==> config.mk <==
export PLATFORM = sky130hd
export DESIGN_NAME = asr_soft_reset_ctrl
export DESIGN_NICKNAME = d
export VERILOG_FILES = /design/src/inc/asr_pkg.sv /design/src/inc/asr_log_if.sv /design/src/core/asr_access_log.sv /design/src/core/asr_irq.sv /design/src/core/asr_soft_reset_ctrl.sv
export VERILOG_INCLUDE_DIRS = /design/src /design/src/inc
export SDC_FILE = /design/constraint.sdc
export NUM_CORES = 1
export LEC_CHECK = 0
export ABC_CLOCK_PERIOD_IN_PS = 2400
export BUFFER_PORTS_ARGS = -buffer_cell sky130_fd_sc_hd__buf_2
export CAP_MARGIN = 30
export CORE_MARGIN = 2
export CORE_UTILIZATION = 46
export DETAILED_ROUTE_END_ITERATION = 10
export GPL_ROUTABILITY_DRIVEN = 0
export GPL_TIMING_DRIVEN = 0
export PLACE_DENSITY = 0.75
export SLEW_MARGIN = 20
export SYNTH_ARGS = -nofsm -noshare
export SYNTH_HDL_FRONTEND = slang
export SYNTH_SLANG_ARGS = --single-unit
==> constraint.sdc <==
create_clock -name clk -period 2.4 [get_ports clk]
set_input_delay 0.72 -clock clk [delete_from_list [all_inputs] [get_ports clk]]
set_output_delay 0.72 -clock clk [all_outputs]
set_load 0.02 [all_outputs]
==> src/inc/asr_map.svh <==
// register offsets, field positions, reset values and counts of the soft reset controller
`ifndef ASR_MAP_SVH
`define ASR_MAP_SVH
`define ASR_OFS_CTRL 4'h0
`define ASR_OFS_STATUS 4'h1
`define ASR_OFS_RDLOG 4'h2
`define ASR_OFS_WRLOG 4'h3
`define ASR_OFS_NSPERMIT 4'h4
`define ASR_OFS_IRQ_STAT 4'h5
`define ASR_OFS_IRQ_MASK 4'h6
`define ASR_BIT_RESET 0
`define ASR_BIT_AUTO 1
`define ASR_BIT_ACT_RD 0
`define ASR_BIT_ACT_WR 1
`define ASR_BIT_RD_SEEN 2
`define ASR_BIT_WR_SEEN 3
`define ASR_FLD_EXIT_LO 4
`define ASR_FLD_EXIT_HI 5
`define ASR_RST_AUTO 1'b1
`define ASR_PROP_NS 40
`define ASR_PROP_CYC ((`ASR_PROP_NS + 9) / 10)
`define ASR_CNT_W 8
`define ASR_IRQ_ENTRY 0
`define ASR_IRQ_EXIT 1
`define ASR_IRQ_IGNORED 2
`define ASR_IRQ_W 3
`endif

==> src/inc/asr_pkg.sv <==
// types of the soft reset controller
package asr_pkg;
  typedef enum logic [1:0] {
    ASR_RUN = 2'b00,
    ASR_PEND_ENTRY = 2'b01,
    ASR_IN_RESET = 2'b11,
    ASR_PEND_EXIT = 2'b10
  } asr_state_t;
  typedef enum logic [1:0] {
    ASR_EXIT_OK = 2'b00,
    ASR_EXIT_ERR = 2'b01,
    ASR_EXIT_BUSY = 2'b10,
    ASR_EXIT_BOTH = 2'b11
  } asr_exit_code_t;
endpackage

==> src/inc/asr_log_if.sv <==
// bundle between the sequencer and the access log
`timescale 1ns/100ps
`default_nettype none
interface asr_log_if;
  logic clear;
  logic isolated;
  logic rd_seen;
  logic wr_seen;
  logic [31:0] rd_log;
  logic [31:0] wr_log;
  modport ctrl (output clear, output isolated, input rd_seen, input wr_seen, input rd_log, input wr_log);
  modport log (input clear, input isolated, output rd_seen, output wr_seen, output rd_log, output wr_log);
endinterface
`default_nettype wire

==> src/core/asr_access_log.sv <==
// access origin log while the interface is isolated
`timescale 1ns/100ps
`default_nettype none
`include "asr_map.svh"
module asr_access_log
  import asr_pkg::*;
(
  // clock and reset
  input wire logic clk,
  input wire logic rstn,
  // attempted accesses on the gated interface
  input wire logic rd_try,
  input wire logic [31:0] rd_origin,
  input wire logic wr_try,
  input wire logic wr_secure,
  input wire logic [31:0] wr_origin,
  // sequencer side
  asr_log_if.log lg
);
  typedef struct packed {
    logic rd_seen;
    logic wr_seen;
    logic [31:0] rd_log;
    logic [31:0] wr_log;
  } asr_log_state_t;
  asr_log_state_t st, next_st;

  always_comb begin
    next_st = st;
    // only the first read and the first secure write while isolated since the last clear are kept
    if (lg.isolated && rd_try && !st.rd_seen) begin
      next_st.rd_seen = 1'b1;
      next_st.rd_log = rd_origin;
    end
    if (lg.isolated && wr_try && wr_secure && !st.wr_seen) begin
      next_st.wr_seen = 1'b1;
      next_st.wr_log = wr_origin;
    end
    if (lg.clear) begin
      next_st = '0;
    end
  end

  always_ff @(posedge clk) begin
    if (!rstn) begin
      st <= '0;
    end else begin
      st <= next_st;
    end
  end

  assign lg.rd_seen = st.rd_seen;
  assign lg.wr_seen = st.wr_seen;
  assign lg.rd_log = st.rd_log;
  assign lg.wr_log = st.wr_log;
endmodule
`default_nettype wire

==> src/core/asr_irq.sv <==
// sticky event bits, mask and level interrupt
`timescale 1ns/100ps
`default_nettype none
`include "asr_map.svh"
module asr_irq
  import asr_pkg::*;
(
  // clock and reset
  input wire logic clk,
  input wire logic rstn,
  // events and software access
  input wire logic [`ASR_IRQ_W-1:0] events,
  input wire logic [`ASR_IRQ_W-1:0] clr_ones,
  input wire logic mask_we,
  input wire logic [`ASR_IRQ_W-1:0] mask_wdata,
  // state
  output logic [`ASR_IRQ_W-1:0] status,
  output logic [`ASR_IRQ_W-1:0] mask,
  output logic irq
);
  typedef struct packed {
    logic [`ASR_IRQ_W-1:0] status;
    logic [`ASR_IRQ_W-1:0] mask;
    logic irq;
  } asr_irq_state_t;
  asr_irq_state_t st, next_st;

  always_comb begin
    next_st = st;
    // set beats clear in the same cycle
    next_st.status = (st.status & ~clr_ones) | events;
    if (mask_we) begin
      next_st.mask = mask_wdata;
    end
    next_st.irq = |(next_st.status & next_st.mask);
  end

  always_ff @(posedge clk) begin
    if (!rstn) begin
      st <= '0;
    end else begin
      st <= next_st;
    end
  end

  assign status = st.status;
  assign mask = st.mask;
  assign irq = st.irq;
endmodule
`default_nettype wire

==> src/core/asr_soft_reset_ctrl.sv <==
// soft reset sequencer for a device attached to one network interface
`timescale 1ns/100ps
`default_nettype none
`include "asr_map.svh"
module asr_soft_reset_ctrl
  import asr_pkg::*;
#(
  parameter bit RST_ACTIVE_HIGH = 1'b0,
  parameter bit ISOLATION_EN = 1'b1
) (
  // clock and reset
  input wire logic clk,
  input wire logic rstn,
  // register port
  input wire logic [3:0] reg_addr,
  input wire logic [31:0] reg_wdata,
  input wire logic reg_wr,
  input wire logic reg_rd,
  input wire logic reg_secure,
  output logic [31:0] reg_rdata,
  // attached interface activity
  input wire logic rd_outstanding,
  input wire logic wr_outstanding,
  input wire logic err_pending,
  input wire logic rd_try,
  input wire logic [31:0] rd_origin,
  input wire logic wr_try,
  input wire logic wr_secure,
  input wire logic [31:0] wr_origin,
  // outputs to the attached device and the interrupt
  output logic if_gate,
  output logic dev_soft_reset,
  output logic irq
);
  // ***********************************************************
  // state
  // ***********************************************************
  typedef struct packed {
    asr_state_t fsm;
    logic auto_mode;
    logic nsp;
    logic in_reset;
    logic gate;
    logic pin;
    logic [`ASR_CNT_W-1:0] prop;
    logic [31:0] rdata;
    logic clr;
  } asr_ctrl_state_t;
  asr_ctrl_state_t st, next_st;

  asr_log_if lg ();
  logic [`ASR_IRQ_W-1:0] ev, clr_ones, irq_status, irq_mask;
  logic irq_int, mask_we;
  logic wr_ctrl, drained;
  logic [31:0] rd_word;
  asr_exit_code_t exit_code;

  function automatic logic hit(input logic [3:0] a, input logic [3:0] ofs);
    hit = (a == ofs);
  endfunction

  function automatic logic status_ok(input logic sec, input logic permit);
    status_ok = ISOLATION_EN && (sec || permit);
  endfunction

  assign wr_ctrl = reg_wr && hit(reg_addr, `ASR_OFS_CTRL);
  assign drained = !rd_outstanding && !wr_outstanding;
  assign mask_we = reg_wr && hit(reg_addr, `ASR_OFS_IRQ_MASK);
  assign clr_ones = (reg_wr && hit(reg_addr, `ASR_OFS_IRQ_STAT)) ? reg_wdata[`ASR_IRQ_W-1:0] : '0;

  always_comb begin
    exit_code = asr_exit_code_t'({!drained, err_pending});
    if (st.fsm != ASR_PEND_EXIT) begin
      exit_code = ASR_EXIT_OK;
    end
  end

  // ***********************************************************
  // sequencer
  // ***********************************************************
  always_comb begin
    next_st = st;
    next_st.clr = 1'b0;
    // read word comes from its own process; one writer of the state copy
    next_st.rdata = rd_word;
    ev = '0;
    if (st.prop != '0) begin
      next_st.prop = st.prop - 1'b1;
    end
    if (reg_wr && hit(reg_addr, `ASR_OFS_NSPERMIT) && reg_secure) begin
      next_st.nsp = reg_wdata[0];
    end
    if (wr_ctrl) begin
      next_st.auto_mode = reg_wdata[`ASR_BIT_AUTO];
    end
    unique case (st.fsm)
      ASR_RUN: begin
        if (wr_ctrl && reg_wdata[`ASR_BIT_RESET]) begin
          next_st.fsm = ASR_PEND_ENTRY;
          next_st.gate = 1'b1;
        end
      end
      ASR_PEND_ENTRY, ASR_IN_RESET: begin
        if (wr_ctrl && reg_wdata[`ASR_BIT_RESET]) begin
          next_st.fsm = ASR_PEND_ENTRY;
          next_st.clr = 1'b1;
        end else if (wr_ctrl && st.fsm == ASR_PEND_ENTRY) begin
          ev[`ASR_IRQ_IGNORED] = 1'b1;
        end else if (wr_ctrl && st.prop == '0) begin
          next_st.fsm = ASR_PEND_EXIT;
        end else if (st.fsm == ASR_PEND_ENTRY && drained) begin
          next_st.fsm = ASR_IN_RESET;
          next_st.in_reset = 1'b1;
          // auto mode gates only; pin mode drives the pin
          next_st.pin = !st.auto_mode;
          next_st.prop = `ASR_CNT_W'(`ASR_PROP_CYC);
          ev[`ASR_IRQ_ENTRY] = 1'b1;
        end
      end
      ASR_PEND_EXIT: begin
        // rewrite of 0 restarts exit, 1 ignored
        if (wr_ctrl && !reg_wdata[`ASR_BIT_RESET]) begin
          next_st.clr = 1'b1;
        end else if (wr_ctrl) begin
          ev[`ASR_IRQ_IGNORED] = 1'b1;
        end else if (exit_code == ASR_EXIT_OK) begin
          next_st.fsm = ASR_RUN;
          next_st.in_reset = 1'b0;
          next_st.pin = 1'b0;
          next_st.gate = 1'b0;
          ev[`ASR_IRQ_EXIT] = 1'b1;
        end
      end
    endcase
  end

  // ***********************************************************
  // read path
  // ***********************************************************
  always_comb begin
    rd_word = '0;
    if (reg_rd) begin
      if (hit(reg_addr, `ASR_OFS_CTRL)) begin
        rd_word[`ASR_BIT_RESET] = st.in_reset;
        rd_word[`ASR_BIT_AUTO] = st.auto_mode;
      end else if (hit(reg_addr, `ASR_OFS_STATUS) && status_ok(reg_secure, st.nsp)) begin
        rd_word[`ASR_BIT_ACT_RD] = rd_outstanding;
        rd_word[`ASR_BIT_ACT_WR] = wr_outstanding;
        rd_word[`ASR_BIT_RD_SEEN] = lg.rd_seen;
        rd_word[`ASR_BIT_WR_SEEN] = lg.wr_seen;
        rd_word[`ASR_FLD_EXIT_HI:`ASR_FLD_EXIT_LO] = exit_code;
      end else if (hit(reg_addr, `ASR_OFS_RDLOG) && reg_secure) begin
        rd_word = lg.rd_log;
      end else if (hit(reg_addr, `ASR_OFS_WRLOG) && reg_secure) begin
        rd_word = lg.wr_log;
      end else if (hit(reg_addr, `ASR_OFS_NSPERMIT)) begin
        rd_word[0] = st.nsp;
      end else if (hit(reg_addr, `ASR_OFS_IRQ_STAT)) begin
        rd_word[`ASR_IRQ_W-1:0] = irq_status;
      end else if (hit(reg_addr, `ASR_OFS_IRQ_MASK)) begin
        rd_word[`ASR_IRQ_W-1:0] = irq_mask;
      end
    end
  end

  always_ff @(posedge clk) begin
    if (!rstn) begin
      st <= '0;
      // auto mode on out of reset
      st.auto_mode <= `ASR_RST_AUTO;
    end else begin
      st <= next_st;
    end
  end

  assign lg.clear = st.clr;
  assign lg.isolated = st.gate;

  asr_access_log u_log (
    .clk(clk),
    .rstn(rstn),
    .rd_try(rd_try),
    .rd_origin(rd_origin),
    .wr_try(wr_try),
    .wr_secure(wr_secure),
    .wr_origin(wr_origin),
    .lg(lg)
  );

  asr_irq u_irq (
    .clk(clk),
    .rstn(rstn),
    .events(ev),
    .clr_ones(clr_ones),
    .mask_we(mask_we),
    .mask_wdata(reg_wdata[`ASR_IRQ_W-1:0]),
    .status(irq_status),
    .mask(irq_mask),
    .irq(irq_int)
  );

  // ***********************************************************
  // outputs
  // ***********************************************************
  assign reg_rdata = st.rdata;
  assign if_gate = st.gate;
  assign dev_soft_reset = st.pin ~^ RST_ACTIVE_HIGH;
  assign irq = irq_int;
endmodule
`default_nettype wire

==> Yosys cells after proc, flatten, opt, wreduce, memory -nomap -nowiden <==
Index checks and enable logic that the tools add are counted.
{ "totals": {"romBits": 0, "inputBits": 111, "n_memories": 0, "latch_bits": 0, "ff_bits": 121, "ram_bits": 0} }
{ "op_classes": {"magnitude_cmp": 0, "div_mod_pow": 0, "n_mux": 54, "shift": 0, "bitwise": 7, "n_addsub": 1, "n_eq_ne": 20, "n_reduce_logical": 43, "n_mul": 0} }
{ "ops": {"columns": ["cell", "n"], "rows": [
  ["9-bit 2-to-1 mux", 4],
  ["32-bit 2-to-1 mux", 1],
  ["29-bit 2-to-1 mux", 1],
  ["2-bit 2-to-1 mux", 12],
  ["3-bit 2-to-1 mux", 8],
  ["1-bit logical AND", 19],
  ["1-bit 2-to-1 mux", 19],
  ["2-bit inequality test, second input constant", 9],
  ["8-bit 2-to-1 mux", 2],
  ["4-bit by 3-bit equality test with 1-bit output, second input constant", 3],
  ["1-bit one-hot mux with 2 select lines", 5],
  ["4-bit by 2-bit equality test with 1-bit output, second input constant", 2],
  ["8-bit logical NOT", 1],
  ["8-bit AND reduction", 1],
  ["8-bit nonzero test", 1],
  ["8-bit by 1-bit subtractor with 8-bit output, second input constant", 1],
  ["1-bit logical NOT", 7],
  ["3-bit AND", 2],
  ["6-bit 2-to-1 mux", 1],
  ["2-bit one-hot mux with 3 select lines", 1],
  ["6-bit AND reduction", 1],
  ["3-bit OR reduction", 2],
  ["5-bit AND reduction", 1],
  ["2-bit equality test, second input constant", 2],
  ["other kinds (14)", 19]
]} }

==> Logic depth before layout (Yosys ltp) <==
Gate-level depths: netlist of the first run.
{ "logic_depth": {"ltp_word": 12, "depth_mapped": 6} }

==> Cells and area by module <==
A second synthesis of the first run with hierarchy kept.
{ "hier_totals": {"hier_cells": 600, "hier_area_um2": 5930.7} }
{ "by_module_without_submodules": {"columns": ["module", "cells_each", "n_inst", "area_each_um2"], "rows": [
  ["asr_access_log", 301, 1, 3205.6],
  ["asr_soft_reset_ctrl", 276, 1, 2446.1],
  ["asr_irq", 23, 1, 279.0]
]} }

==> Least setup slack after synthesis of the first run <==
OpenSTA, ideal clock, no wires.
{ "synth_timing": {"path_kind": "input port to flip-flop", "start": "in reg_addr[0]", "end": "reg st[46] in the netlist's numbering", "required_time_ns": 2.281, "n_path_buf": 2, "setup_slack_ns": 0.037, "arrival_time_ns": 2.244, "setup_ns": 0.119, "path_stages": 6, "cell_sequence": "clkbuf_1 -> or3_1 -> or2_2 -> clkbuf_1 -> o31a_1 -> o221a_1"} }
{ "synth_between": {"elab_chain_cells": 7, "word_cells_on_any_way": 16} }
{ "synth_lines": {"columns": ["item", "line_no", "rtl"], "rows": [
  ["start: declaration", "asr_soft_reset_ctrl.sv:15", "input wire logic [3:0] reg_addr,"],
  ["4-bit logical NOT (*)", "asr_soft_reset_ctrl.sv:59", "hit = (a == ofs);"],
  ["1-bit logical AND (*)", "asr_soft_reset_ctrl.sv:66", "assign wr_ctrl = reg_wr && hit(reg_addr, `ASR_OFS_CTRL);"],
  ["1-bit logical AND", "asr_soft_reset_ctrl.sv:109", "end else if (wr_ctrl && st.prop == '0) begin"],
  ["2-bit 2-to-1 mux", "asr_soft_reset_ctrl.sv:109", null],
  ["2-bit 2-to-1 mux", "asr_soft_reset_ctrl.sv:107", "end else if (wr_ctrl && st.fsm == ASR_PEND_ENTRY) begin"],
  ["2-bit 2-to-1 mux", "asr_soft_reset_ctrl.sv:104", "if (wr_ctrl && reg_wdata[`ASR_BIT_RESET]) begin"],
  ["2-bit one-hot mux with 3 select lines", "asr_soft_reset_ctrl.sv:96", "unique case (st.fsm)"],
  ["end signal: assignment", "asr_soft_reset_ctrl.sv:172", "st <= next_st;"],
  ["end: declaration", "asr_soft_reset_ctrl.sv:49", "asr_ctrl_state_t st, next_st;"]
]} }
Mark *: on every way between the ends. The rest lies on a longest branch, timed or not. The select of a mux whose other input is x is not followed.
A chain may end at the register's enable or synchronous reset.

==> Worst setup path after layout of the first run <==
{ "layout_timing": {"start": "reg st[38] in the netlist's numbering", "end": "reg st[46] in the netlist's numbering"} }
{ "layout_between": {"elab_chain_cells": 6, "word_cells_on_any_way": 8} }
{ "layout_lines": {"columns": ["item", "line_no"], "rows": [
  ["8-bit logical NOT (*)", "asr_soft_reset_ctrl.sv:109"],
  ["1-bit logical AND (*)", "asr_soft_reset_ctrl.sv:109"],
  ["2-bit 2-to-1 mux", "asr_soft_reset_ctrl.sv:109"],
  ["2-bit 2-to-1 mux", "asr_soft_reset_ctrl.sv:107"],
  ["2-bit 2-to-1 mux", "asr_soft_reset_ctrl.sv:104"],
  ["2-bit one-hot mux with 3 select lines", "asr_soft_reset_ctrl.sv:96"]
]} }
Marked as above.

==> results.yml, run 1 <==
floorplanning:
  die_h_um: 107.3
  dieWidth_um: 107.3
  pin_count: 146
  initial_core_util: 0.4755
  die_area_um2: 11510
  rows: 37
  fp.coreArea_um2: 10320
pwr:
  totalPowerFinal_mw: 5.273
  p_sw_frac: 0.2291
  ir_drop_v: 0.0003884
  p_per_area_nw_per_um2: 841.2
  leakagePower_nw: 2.597
  p_clk_frac: 0.492
  p_comb_frac: 0.102
  power.internal_mw: 4.065
  switchingPower_mw: 1.208
  sequentialPowerShare: 0.407
routing:
  avgRoutedWirePerCell_um: 14.66
  viasPerCell: 5.130
  drc_errors: 0
  ant_nets: 0
  via_count: 4468
  dr.pass1.iters: 5
  dr.first_iter.drc_count: 262
  routed_wl_um: 12770
timing:
  tns_ps: 0
  post-route-period-util: 0.8880
  period_minus_slack_ps: 2131
  clock_skew_ps: 6.164
  setup_viol: 0
  slew_headroom: 0.4683
  hold_viol: 0
  rsz0062_at_grt: "no"
  tightest_slew_ps: 797.6
  final_max_slew_viol_count: 0
  fmax_mhz: 469.2
synthesis:
  synth_fp_nets: 702
  synth_edf_count: 0
  ys_warn_count: 0
  synth-seq-cells: 121
  synth_cell_types: 47
  synth_ff_type: "dfxtp_1"
  synthArstFlopShare: 0
  synth_area_um2: 4908
  synthCells: 589
  seq_area_frac_synth: 0.4935
  syn_area_per_cell_um2: 8.334
grt:
  gr-total-overflow: 0
  grt_usage: 0.2291
  grt_max_degree: 17
  grt_pass1_vias: 4398
  grt_pass1_wl_um: 20380
  antenna_found_initial: 0
critical_path:
  cp.arrival_ps: 2540
  r2r_cells: 5
  startpoint_type: "register"
  worstPathMaxFanout: 6
  cp-end-kind: "register"
  crit_required_ps: 2810
  crit_type: "register to register"
clocking:
  cts_resized: 0
  post_cts_buffers: 0
  tritoncts: "done"
  clkLatencyLatePin_ps: 520
  cts_root_buffer: "clkbuf_8"
  h-tree-depth: 4
  cts.path.max_buffers: 2
  cts_hold_repair.buffers: 0
  clock-sinks: 121
  clkTransAtPathRegs_ps: 60
  cts_buffers: 17
status:
  status: "finished clean"
layout:
  seq_area_um2: 2422
  drive_above_1_share: 0.2531
  fillers: 902
  multiInputGateArea_um2: 2082
  num-nets-final: 837
  finalNonFillerCells: 871
  antennaDiodeCount: 0
  area_growth_pct: 27.71
worst_hold_path:
  whs_path_depth: 3
  hold_class: "primary input to register"
placement:
  dp_hpwl_um: 8935
  io_buffers: 115
  place_inst: 841
flow_run:
  max-cap-violations: 0
cells in the mapped netlist, drive strengths merged (2+ instances only):
cell type    n  share of area
clkbuf      28          0.021
nand4b       3         0.0054
o211ai       2         0.0031
dfxtp      121           0.49
inv          8         0.0061
nor2b        2         0.0025
nor4         3         0.0038
xnor2        5         0.0089
buf         38          0.054
a21o         2         0.0031
nor3b        3         0.0046
ha           2         0.0051
nand3        3         0.0031
o31ai        3         0.0046
nor2        53          0.041
nand4bb      2         0.0046
nor3         3         0.0031
or3          2         0.0025
a31oi        2         0.0025
or2          6         0.0076
a211oi       2         0.0031
nand2b       4         0.0051
mux2i       35          0.071
o21ai        7         0.0071
nand3b       4         0.0061
nand2      148           0.11
xor2         2         0.0036
a21oi       79          0.081
placed cells by master (no fill, tap or decap), types with 5 or more instances in the layout:
cell type | Yosys | final
dfxtp_1 | 121 | 121
nor2_1 | 53 | 53
a21oi_1 | 79 | 79
clkbuf_8 | 0 | 7
clkbuf_16 | 0 | 16
mux2i_1 | 35 | 35
clkbuf_1 | 28 | 28
inv_1 | 8 | 8
nand2_1 | 148 | 148
buf_2 | 2 | 117
xnor2_1 | 5 | 5
buf_1 | 4 | 5
o21ai_0 | 7 | 7
or2_2 | 6 | 6
buf_4 | 32 | 32
power by group through the flow:
stage | combinational [mW] | sequential [mW] | clock, mW
finish | 0.536 | 2.14 | 2.59
global route | 0.601 | 2.15 | 2.70
global placement | 0.511 | 2.18 | 0
CTS | 0.538 | 2.14 | 2.61
floorplan | 0.374 | 2.17 | 0
detailed placement | 0.530 | 2.18 | 0
area by class of cell:
| class | count | share of cell area |
|---|---|---|
| Sequential cell | 121 | 0.3864 |
| Inverter | 9 | 0.005389 |
| Clock buffer | 23 | 0.07924 |
| Tap cell | 136 | 0.02715 |
| Buffer | 66 | 0.05908 |
| Clock inverter | 7 | 0.01816 |
| Timing Repair Buffer | 116 | 0.09242 |
| Multi-Input combinational cell | 393 | 0.3321 |
path summary, 6_finish.rpt:
path	to	from	slack (ps)
setup / recovery	st[46]$_SDFFE_PN0P_	st[38]$_SDFF_PN0_	270
hold / removal	u_log.lg.wr_log[11]$_SDFFE_PP0P_	wr_origin[11]	440
setup reg to reg	st[46]$_SDFFE_PN0P_	st[38]$_SDFF_PN0_	270
hold reg to reg	u_log.lg.rd_log[27]$_SDFFE_PP0P_	u_log.lg.rd_log[27]$_SDFFE_PP0P_	450
through the flow:
stage | hold WS, ps | utilization | setup WS [ps] | instance area, µm²
floorplan | 435.7 | - | 37.08 | 4908
global placement | 441.2 | 0.5477 | -301.6 | 5654
detailed placement | 447.2 | 0.5481 | -192.7 | 5658
CTS | 425.3 | 0.6072 | 275.1 | 6269
global route | 429.8 | 0.6072 | 87.00 | 6269
finish | 437.0 | 0.6072 | 268.8 | 6269
state kept, by name (all words and copies together), names as in the netlist:
register and count:
lg.clear 1, u_log.lg.rd_seen 1, if_gate 1, reg_rdata 32, u_irq.irq 1, u_log.lg.wr_log 32
u_irq.status 3, u_log.lg.wr_seen 1, u_log.lg.rd_log 32, u_irq.mask 3, st 14
cell families (layout without fill, tap and decap cells):
group                    after synthesis  after routing  share of synthesized area
adder cells (fa/ha/maj)                2              2                   0.005097
multiplexers                          35             35                    0.07137
AND/OR/NAND/NOR                      242            242                     0.2134
buffers and inverters                 75            221                    0.08233
XOR/XNOR                               7              7                    0.01249
AO/OA/AOI/OAI                        107            107                     0.1218
flip-flops                           121            121                     0.4935
critical path: stages, from the launching register on:
cell	delay, ps
dfxtp_1	330
or4_4	550
or4b_1	460
buf_2	180
o31a_1	280
o221a_1	230
metal layers:
layer	share of wire	global-route usage	routed length (µm)	up-vias
li1	-	-	-	2199
met5	0	0	0	-
met3	0.068	0.06295	867	27
met2	0.47	0.3788	6063	162
met4	0.022	0.09369	284	0
met1	0.43	0.2816	5551	2080
(Power assumes the default switching activity.)
==> run 2, diff against run 1 <==
--- a/config.mk
+++ b/config.mk
@@ -6,16 +6,18 @@
 export SDC_FILE = /design/constraint.sdc
 export NUM_CORES = 1
 export LEC_CHECK = 0
+export ABC_AREA = 0
 export ABC_CLOCK_PERIOD_IN_PS = 2400
 export BUFFER_PORTS_ARGS = -buffer_cell sky130_fd_sc_hd__buf_2
 export CAP_MARGIN = 30
 export CORE_MARGIN = 2
-export CORE_UTILIZATION = 46
+export CORE_UTILIZATION = 48
 export DETAILED_ROUTE_END_ITERATION = 10
 export GPL_ROUTABILITY_DRIVEN = 0
 export GPL_TIMING_DRIVEN = 0
-export PLACE_DENSITY = 0.75
+export PLACE_DENSITY = 0.76
 export SLEW_MARGIN = 20
 export SYNTH_ARGS = -nofsm -noshare
 export SYNTH_HDL_FRONTEND = slang
+export SYNTH_HIERARCHICAL = 1
 export SYNTH_SLANG_ARGS = --single-unit
==> run 2 against run 1 <==
Effect of this change:
- total power up 1.0%
- count of clock-buffer cells in the layout down 1
- via count up 7.5%
- clock power about the same
- die area up 15%
- sequential share of layout area down 5.4 points
- clock skew up 2.3 ps
- worst setup slack better by 250 ps
==> results.yml, run 2 <==
status:
  status: "finished clean"
routing:
  via_count: 4802
  drc_errors: 0
  ant_nets: 0
  dr.pass1.iters: 5
  viasPerCell: 5.383
  routed_wl_um: 14880
  dr.first_iter.drc_count: 290
  avgRoutedWirePerCell_um: 16.68
timing:
  tns_ps: 0
  hold_ws_ps: 486.4
  final_max_slew_viol_count: 0
  slew_headroom: 0.6649
  fmax_mhz: 531.7
  post-route-period-util: 0.7837
  setup_viol: 0
  tightest_slew_ps: 502.7
  setup_ws_ps: 519.1
  hold_viol: 0
  rsz0062_at_grt: "no"
  clock_skew_ps: 8.473
  period_minus_slack_ps: 1881
layout:
  area_growth_pct: 22.91
  layout_common_cells: "134 x buf_2, 129 x nand3b_1, 121 x dfxtp_1"
  antennaDiodeCount: 0
  drive_above_1_share: 0.2940
  fillers: 1019
  final_common_cell: "buf_2"
  num-nets-final: 845
synthesis:
  synthMuxAreaShare: 0.1671
  synthXorXnorAreaFrac: 0.008861
  synth_fp_nets: 713
  synth_top_family_by_area: "simple AND/OR/NAND/NOR gates"
  seq_area_frac_synth: 0.4084
  synthAdderAreaFrac: 0.004219
  synth-simple-area-share: 0.2502
  syn_area_per_cell_um2: 9.884
  synth-seq-cells: 121
  synth_ff_type: "dfxtp_1"
  synth.largest_area_cell: "dfxtp_1"
  synth-compound-area-share: 0.06245
  ys_warn_count: 6
  synth_edf_count: 0
  synth_cell_types: 53
  yosys-top-cells-area: "dfxtp_1 41%, nand3b_1 16%, mux2i_1 16%"
  yosys.cell_count.top_type: "nand3b_1"
  synthArstFlopShare: 0
  synthCells: 600
  synth_top_area_frac: 0.4084
  synth_area_um2: 5931
  synth_common_cells: "129 x nand3b_1, 121 x dfxtp_1, 96 x mux2i_1, 50 x nor2_1, 33 x buf_4"
critical_path:
  cp-end-kind: "register"
  r2r_cells: 7
  crit_required_ps: 2700
  r2r-start: "st[46]$_SDFFE_PN0P_"
  startpoint_type: "primary input"
  crit_type: "primary input to register"
  worstSetupStartpoint: "reg_addr[1]"
  worstPathMaxFanout: 10
  cp.arrival_ps: 2180
pwr:
  leakagePower_nw: 2.988
  switchingPower_mw: 1.317
  p_comb_frac: 0.112
  power.internal_mw: 4.009
  p_clk_frac: 0.484
  ir_drop_v: 0.0006222
  p_per_area_nw_per_um2: 730.7
  p_sw_frac: 0.2473
  sequentialPowerShare: 0.403
clocking:
  clock-sinks: 121
  cts_resized: 0
  tritoncts: "done"
  clkLatencyLatePin_ps: 420
  clkTransAtPathRegs_ps: 50
  post_cts_buffers: 0
  h-tree-depth: 4
  cts_buffers: 17
  cts_root_buffer: "clkbuf_16"
  cts_hold_repair.buffers: 0
  cts.path.max_buffers: 2
worst_hold_path:
  hold_start: "u_log/lg.wr_log[9]$_SDFFE_PP0P_"
  hold_class: "register to register"
  whs_path_depth: 2
placement:
  place_ws_ps: 116.9
  dp_hpwl_um: 10800
  io_buffers: 113
floorplanning:
  initial_core_util: 0.4937
  dieWidth_um: 115.2
  pin_count: 146
  fp.coreArea_um2: 12010
  die_h_um: 115.2
  die_area_um2: 13260
  rows: 40
grt:
  grt_usage: 0.2345
  antenna_found_initial: 1
  grt_max_degree: 17
  grt_pass1_wl_um: 23830
  gr-total-overflow: 0
  grt_pass1_vias: 4747
flow_run:
  max-cap-violations: 0
==> run 2: cell types whose count changed after synthesis, moves of 4 or more <==
cell      delta
a21oi_1     -68
or2_2        -6
mux2i_1     +61
clkbuf_1    -11
nor2b_1      +6
nand3_1      +6
and2_1       +4
buf_1        -4
nand3b_1   +125
buf_6        +6
buf_2       +19
nand2_1    -135
==> run 2: per-layer routing <==
metal / track usage / vias up / wire [µm]
li1: - / 2354 / -
met1: 0.2887 / 2266 / 6562
met2: 0.3871 / 156 / 7195
met3: 0.07538 / 24 / 861
met4: 0.08273 / 2 / 246
met5: 0 / - / 11
==> run 2: cell type report <==
| cell class | count | area (µm²) | area share |
|---|---|---|---|
| Multi-Input combinational cell | 388 | 2923 | 0.4010 |
| Sequential cell | 121 | 2422 | 0.3323 |
| Timing Repair Buffer | 113 | 565.5 | 0.07758 |
| Buffer | 80 | 544.3 | 0.07467 |
| Clock buffer | 22 | 494.2 | 0.06780 |
| Tap cell | 147 | 183.9 | 0.02523 |
| Clock inverter | 10 | 115.1 | 0.01579 |
| Inverter | 11 | 41.29 | 0.005664 |
==> run 2: cells by family after synthesis <==
| kind of cell | Yosys count |
|---|---|
| buffers and inverters | 91 |
| XOR/XNOR | 6 |
| multiplexers | 98 |
| AND/OR/NAND/NOR | 233 |
| flip-flops | 121 |
| adder cells (fa/ha/maj) | 2 |
| AO/OA/AOI/OAI | 49 |
==> run 2: worst paths after layout <==
kind	slack, ps	endpoint
min reg2reg	490	u_log/lg.wr_log[9]$_SDFFE_PP0P_
max reg2reg	780	u_irq/irq$_SDFF_PN0_
max	520	u_irq/irq$_SDFF_PN0_
min	490	u_log/lg.wr_log[9]$_SDFFE_PP0P_
==> run 2: critical path, stage by stage <==
cell and delay, ps:
buf_2 120, buf_2 200, nor2b_1 280, and3_1 340, mux2_4 340, o211ai_2 80
o211ai_2 90
==> run 2: power groups by stage <==
stage          logic (mW)  registers [mW]  clock network (mW)
2_1_floorplan       0.418            2.18                   0
6_report            0.597            2.15                2.58
3_3_place_gp        0.567            2.19                   0
4_1_cts             0.597            2.15                2.62
3_5_place_dp        0.593            2.19                   0
5_1_grt             0.674            2.16                2.72
==> run 2: through the flow <==
step	power (mW)	std cells	area [µm²]	util
finish	5.326	892	7289	0.6069
global route	5.553	892	7289	0.6069
CTS	5.364	892	7289	0.6069
detailed placement	2.782	860	6680	0.5561
global placement	2.753	860	6680	0.5561
floorplan	2.594	600	5931	-
==> run 3, diff against run 2 <==
--- a/config.mk
+++ b/config.mk
@@ -7,15 +7,15 @@
 export NUM_CORES = 1
 export LEC_CHECK = 0
 export ABC_AREA = 0
-export ABC_CLOCK_PERIOD_IN_PS = 2400
+export ABC_CLOCK_PERIOD_IN_PS = 1900
 export BUFFER_PORTS_ARGS = -buffer_cell sky130_fd_sc_hd__buf_2
 export CAP_MARGIN = 30
 export CORE_MARGIN = 2
-export CORE_UTILIZATION = 48
+export CORE_UTILIZATION = 53
 export DETAILED_ROUTE_END_ITERATION = 10
 export GPL_ROUTABILITY_DRIVEN = 0
 export GPL_TIMING_DRIVEN = 0
-export PLACE_DENSITY = 0.76
+export PLACE_DENSITY = 0.79
 export SLEW_MARGIN = 20
 export SYNTH_ARGS = -nofsm -noshare
 export SYNTH_HDL_FRONTEND = slang
==> constraint.sdc (replaced) <==
create_clock -name clk -period 1.9 [get_ports clk]
set_input_delay 0.57 -clock clk [delete_from_list [all_inputs] [get_ports clk]]
set_output_delay 0.57 -clock clk [all_outputs]
set_load 0.02 [all_outputs]
==> run 3 against run 2 <==
Effect of this change:
- count of clock-buffer cells in the layout rose by 1
- clock power increased by 19%
- total power increased by 23%
- critical path type is now register to primary output
- largest cell class unchanged
==> results.yml, run 3 (synthesized netlist as in run 2, its figures left out) <==
routing:
  dr.pass1.iters: 5
  avgRoutedWirePerCell_um: 16.48
  dr.first_iter.drc_count: 273
  via_count: 4857
  ant_nets: 0
  drc_errors: 0
  viasPerCell: 5.501
  routed_wl_um: 14550
critical_path:
  crit_type: "register to primary output"
  worstPathCellList: "buf_2"
  critPathMaxStageDelay_ps: 450
  r2r_cells: 7
  path_depth: 1
  critical_path.top_delay_family: "flip-flops"
  startpoint_type: "register"
  worstSetupStartpoint: "if_gate$_SDFFE_PN0P_"
  r2r-start: "st[46]$_SDFFE_PN0P_"
  cp-end-kind: "primary output"
  crit_required_ps: 1330
  critPathBufInv: 1
  cp.arrival_ps: 1190
  cpMaxStageDelayCell: "dfxtp_1"
  r2r_end: "u_irq/irq$_SDFF_PN0_"
  r2r_slack_ps: 220
  worstPathMaxFanout: 6
  worstSetupEndpoint: "if_gate"
layout:
  area_growth_pct: 22.09
  num-nets-final: 845
  finalCoreUtilization: 0.6650
  layout_common_cells: "134 x buf_2, 129 x nand3b_1, 121 x dfxtp_1"
  drive_above_1_share: 0.2894
  final_common_cell: "buf_2"
  antennaDiodeCount: 0
timing:
  rsz0062_at_grt: "no"
  final_max_slew_viol_count: 0
  setup_ws_ps: 144.2
  tightest_slew_ps: 478.1
  post-route-period-util: 0.9241
  hold_viol: 0
  slew_headroom: 0.6813
  period_minus_slack_ps: 1756
  setup_viol: 0
  clock_skew_ps: 7.175
  fmax_mhz: 569.5
grt:
  grt_usage: 0.2481
  antenna_found_initial: 0
  grt_pass1_vias: 4690
  gr-total-overflow: 0
  grt_pass1_wl_um: 22740
  grt_max_degree: 17
pwr:
  leakagePower_nw: 2.966
  ir_drop_v: 0.0005624
  p_per_area_nw_per_um2: 904.9
floorplanning:
  initial_core_util: 0.5447
  rows: 38
  die_area_um2: 12050
  dieWidth_um: 109.8
  die_h_um: 109.8
  fp.coreArea_um2: 10890
  pin_count: 146
clocking:
  tritoncts: "done"
  cts_buffers: 17
  clkLatencyLatePin_ps: 520
  cts_resized: 0
  cts_root_buffer: "clkbuf_8"
  cts_hold_repair.buffers: 0
  h-tree-depth: 4
  post_cts_buffers: 0
  clock-sinks: 121
  clkTransAtPathRegs_ps: 60
  cts.path.max_buffers: 2
worst_hold_path:
  hold_class: "primary input to register"
  hold_start: "rd_try"
  whs_path_depth: 3
status:
  status: "finished clean"
placement:
  io_buffers: 113
  place_ws_ps: -270.4
  dp_hpwl_um: 10500
flow_run:
  max-cap-violations: 0
==> run 3: changes by cell type in the layout (fill, tap and decap cells not counted) <==
cell	delta
clkbuf_1	+2
clkbuf_16	-1
clkinv_2	-1
clkinv_4	-1
inv_6	-1
==> run 3: final cells by class <==
class / instances / area [µm²]
Multi-Input combinational cell: 388 / 2923
Inverter: 11 / 41.29
Fill cell: 860 / 3647
Timing Repair Buffer: 113 / 565.5
Sequential cell: 121 / 2422
Clock inverter: 7 / 92.59
Buffer: 80 / 544.3
Clock buffer: 23 / 476.7
Tap cell: 140 / 175.2
==> run 3: report_power, final <==
group	switching (mW)	internal [mW]	total (mW)	leakage [nW]
sequential	0.0826	2.64	2.72	0.977
combinational	0.429	0.327	0.755	1.72
clock	1.09	1.98	3.08	0.272
total	1.61	4.95	6.55	2.97
==> run 3: per-layer routing <==
metal	global-route usage	routed length, µm
met4	0.08861	215
met1	0.2967	6228
met2	0.4303	7256
met5	0	0
met3	0.06106	847
==> run 3: through the flow <==
step | total power [mW] | hold slack, ps | cell area (µm²) | TNS, ps | std cells
2_1_floorplan | 3.277 | 436.6 | 5931 | 0 | 600
3_3_place_gp | 3.478 | 464.6 | 6671 | -1539 | 853
3_5_place_dp | 3.513 | 472.7 | 6671 | -2233 | 853
4_1_cts | 6.585 | 305.1 | 7241 | 0 | 883
5_1_grt | 6.799 | 320.3 | 7241 | 0 | 883
6_report | 6.552 | 320.8 | 7241 | 0 | 883
==> run 3: worst min-delay path by stage <==
stage	endpoint	slack, ps
5_1_grt	u_log/lg.wr_log[18]$_SDFFE_PP0P_	320
4_1_cts	u_log/lg.wr_log[18]$_SDFFE_PP0P_	310
6_report	u_log/lg.rd_seen$_SDFFE_PP0P_	320
3_3_place_gp	st[43]$_SDFFE_PN0P_	460
2_1_floorplan	st[43]$_SDFFE_PN0P_	440
3_5_place_dp	st[43]$_SDFFE_PN0P_	470
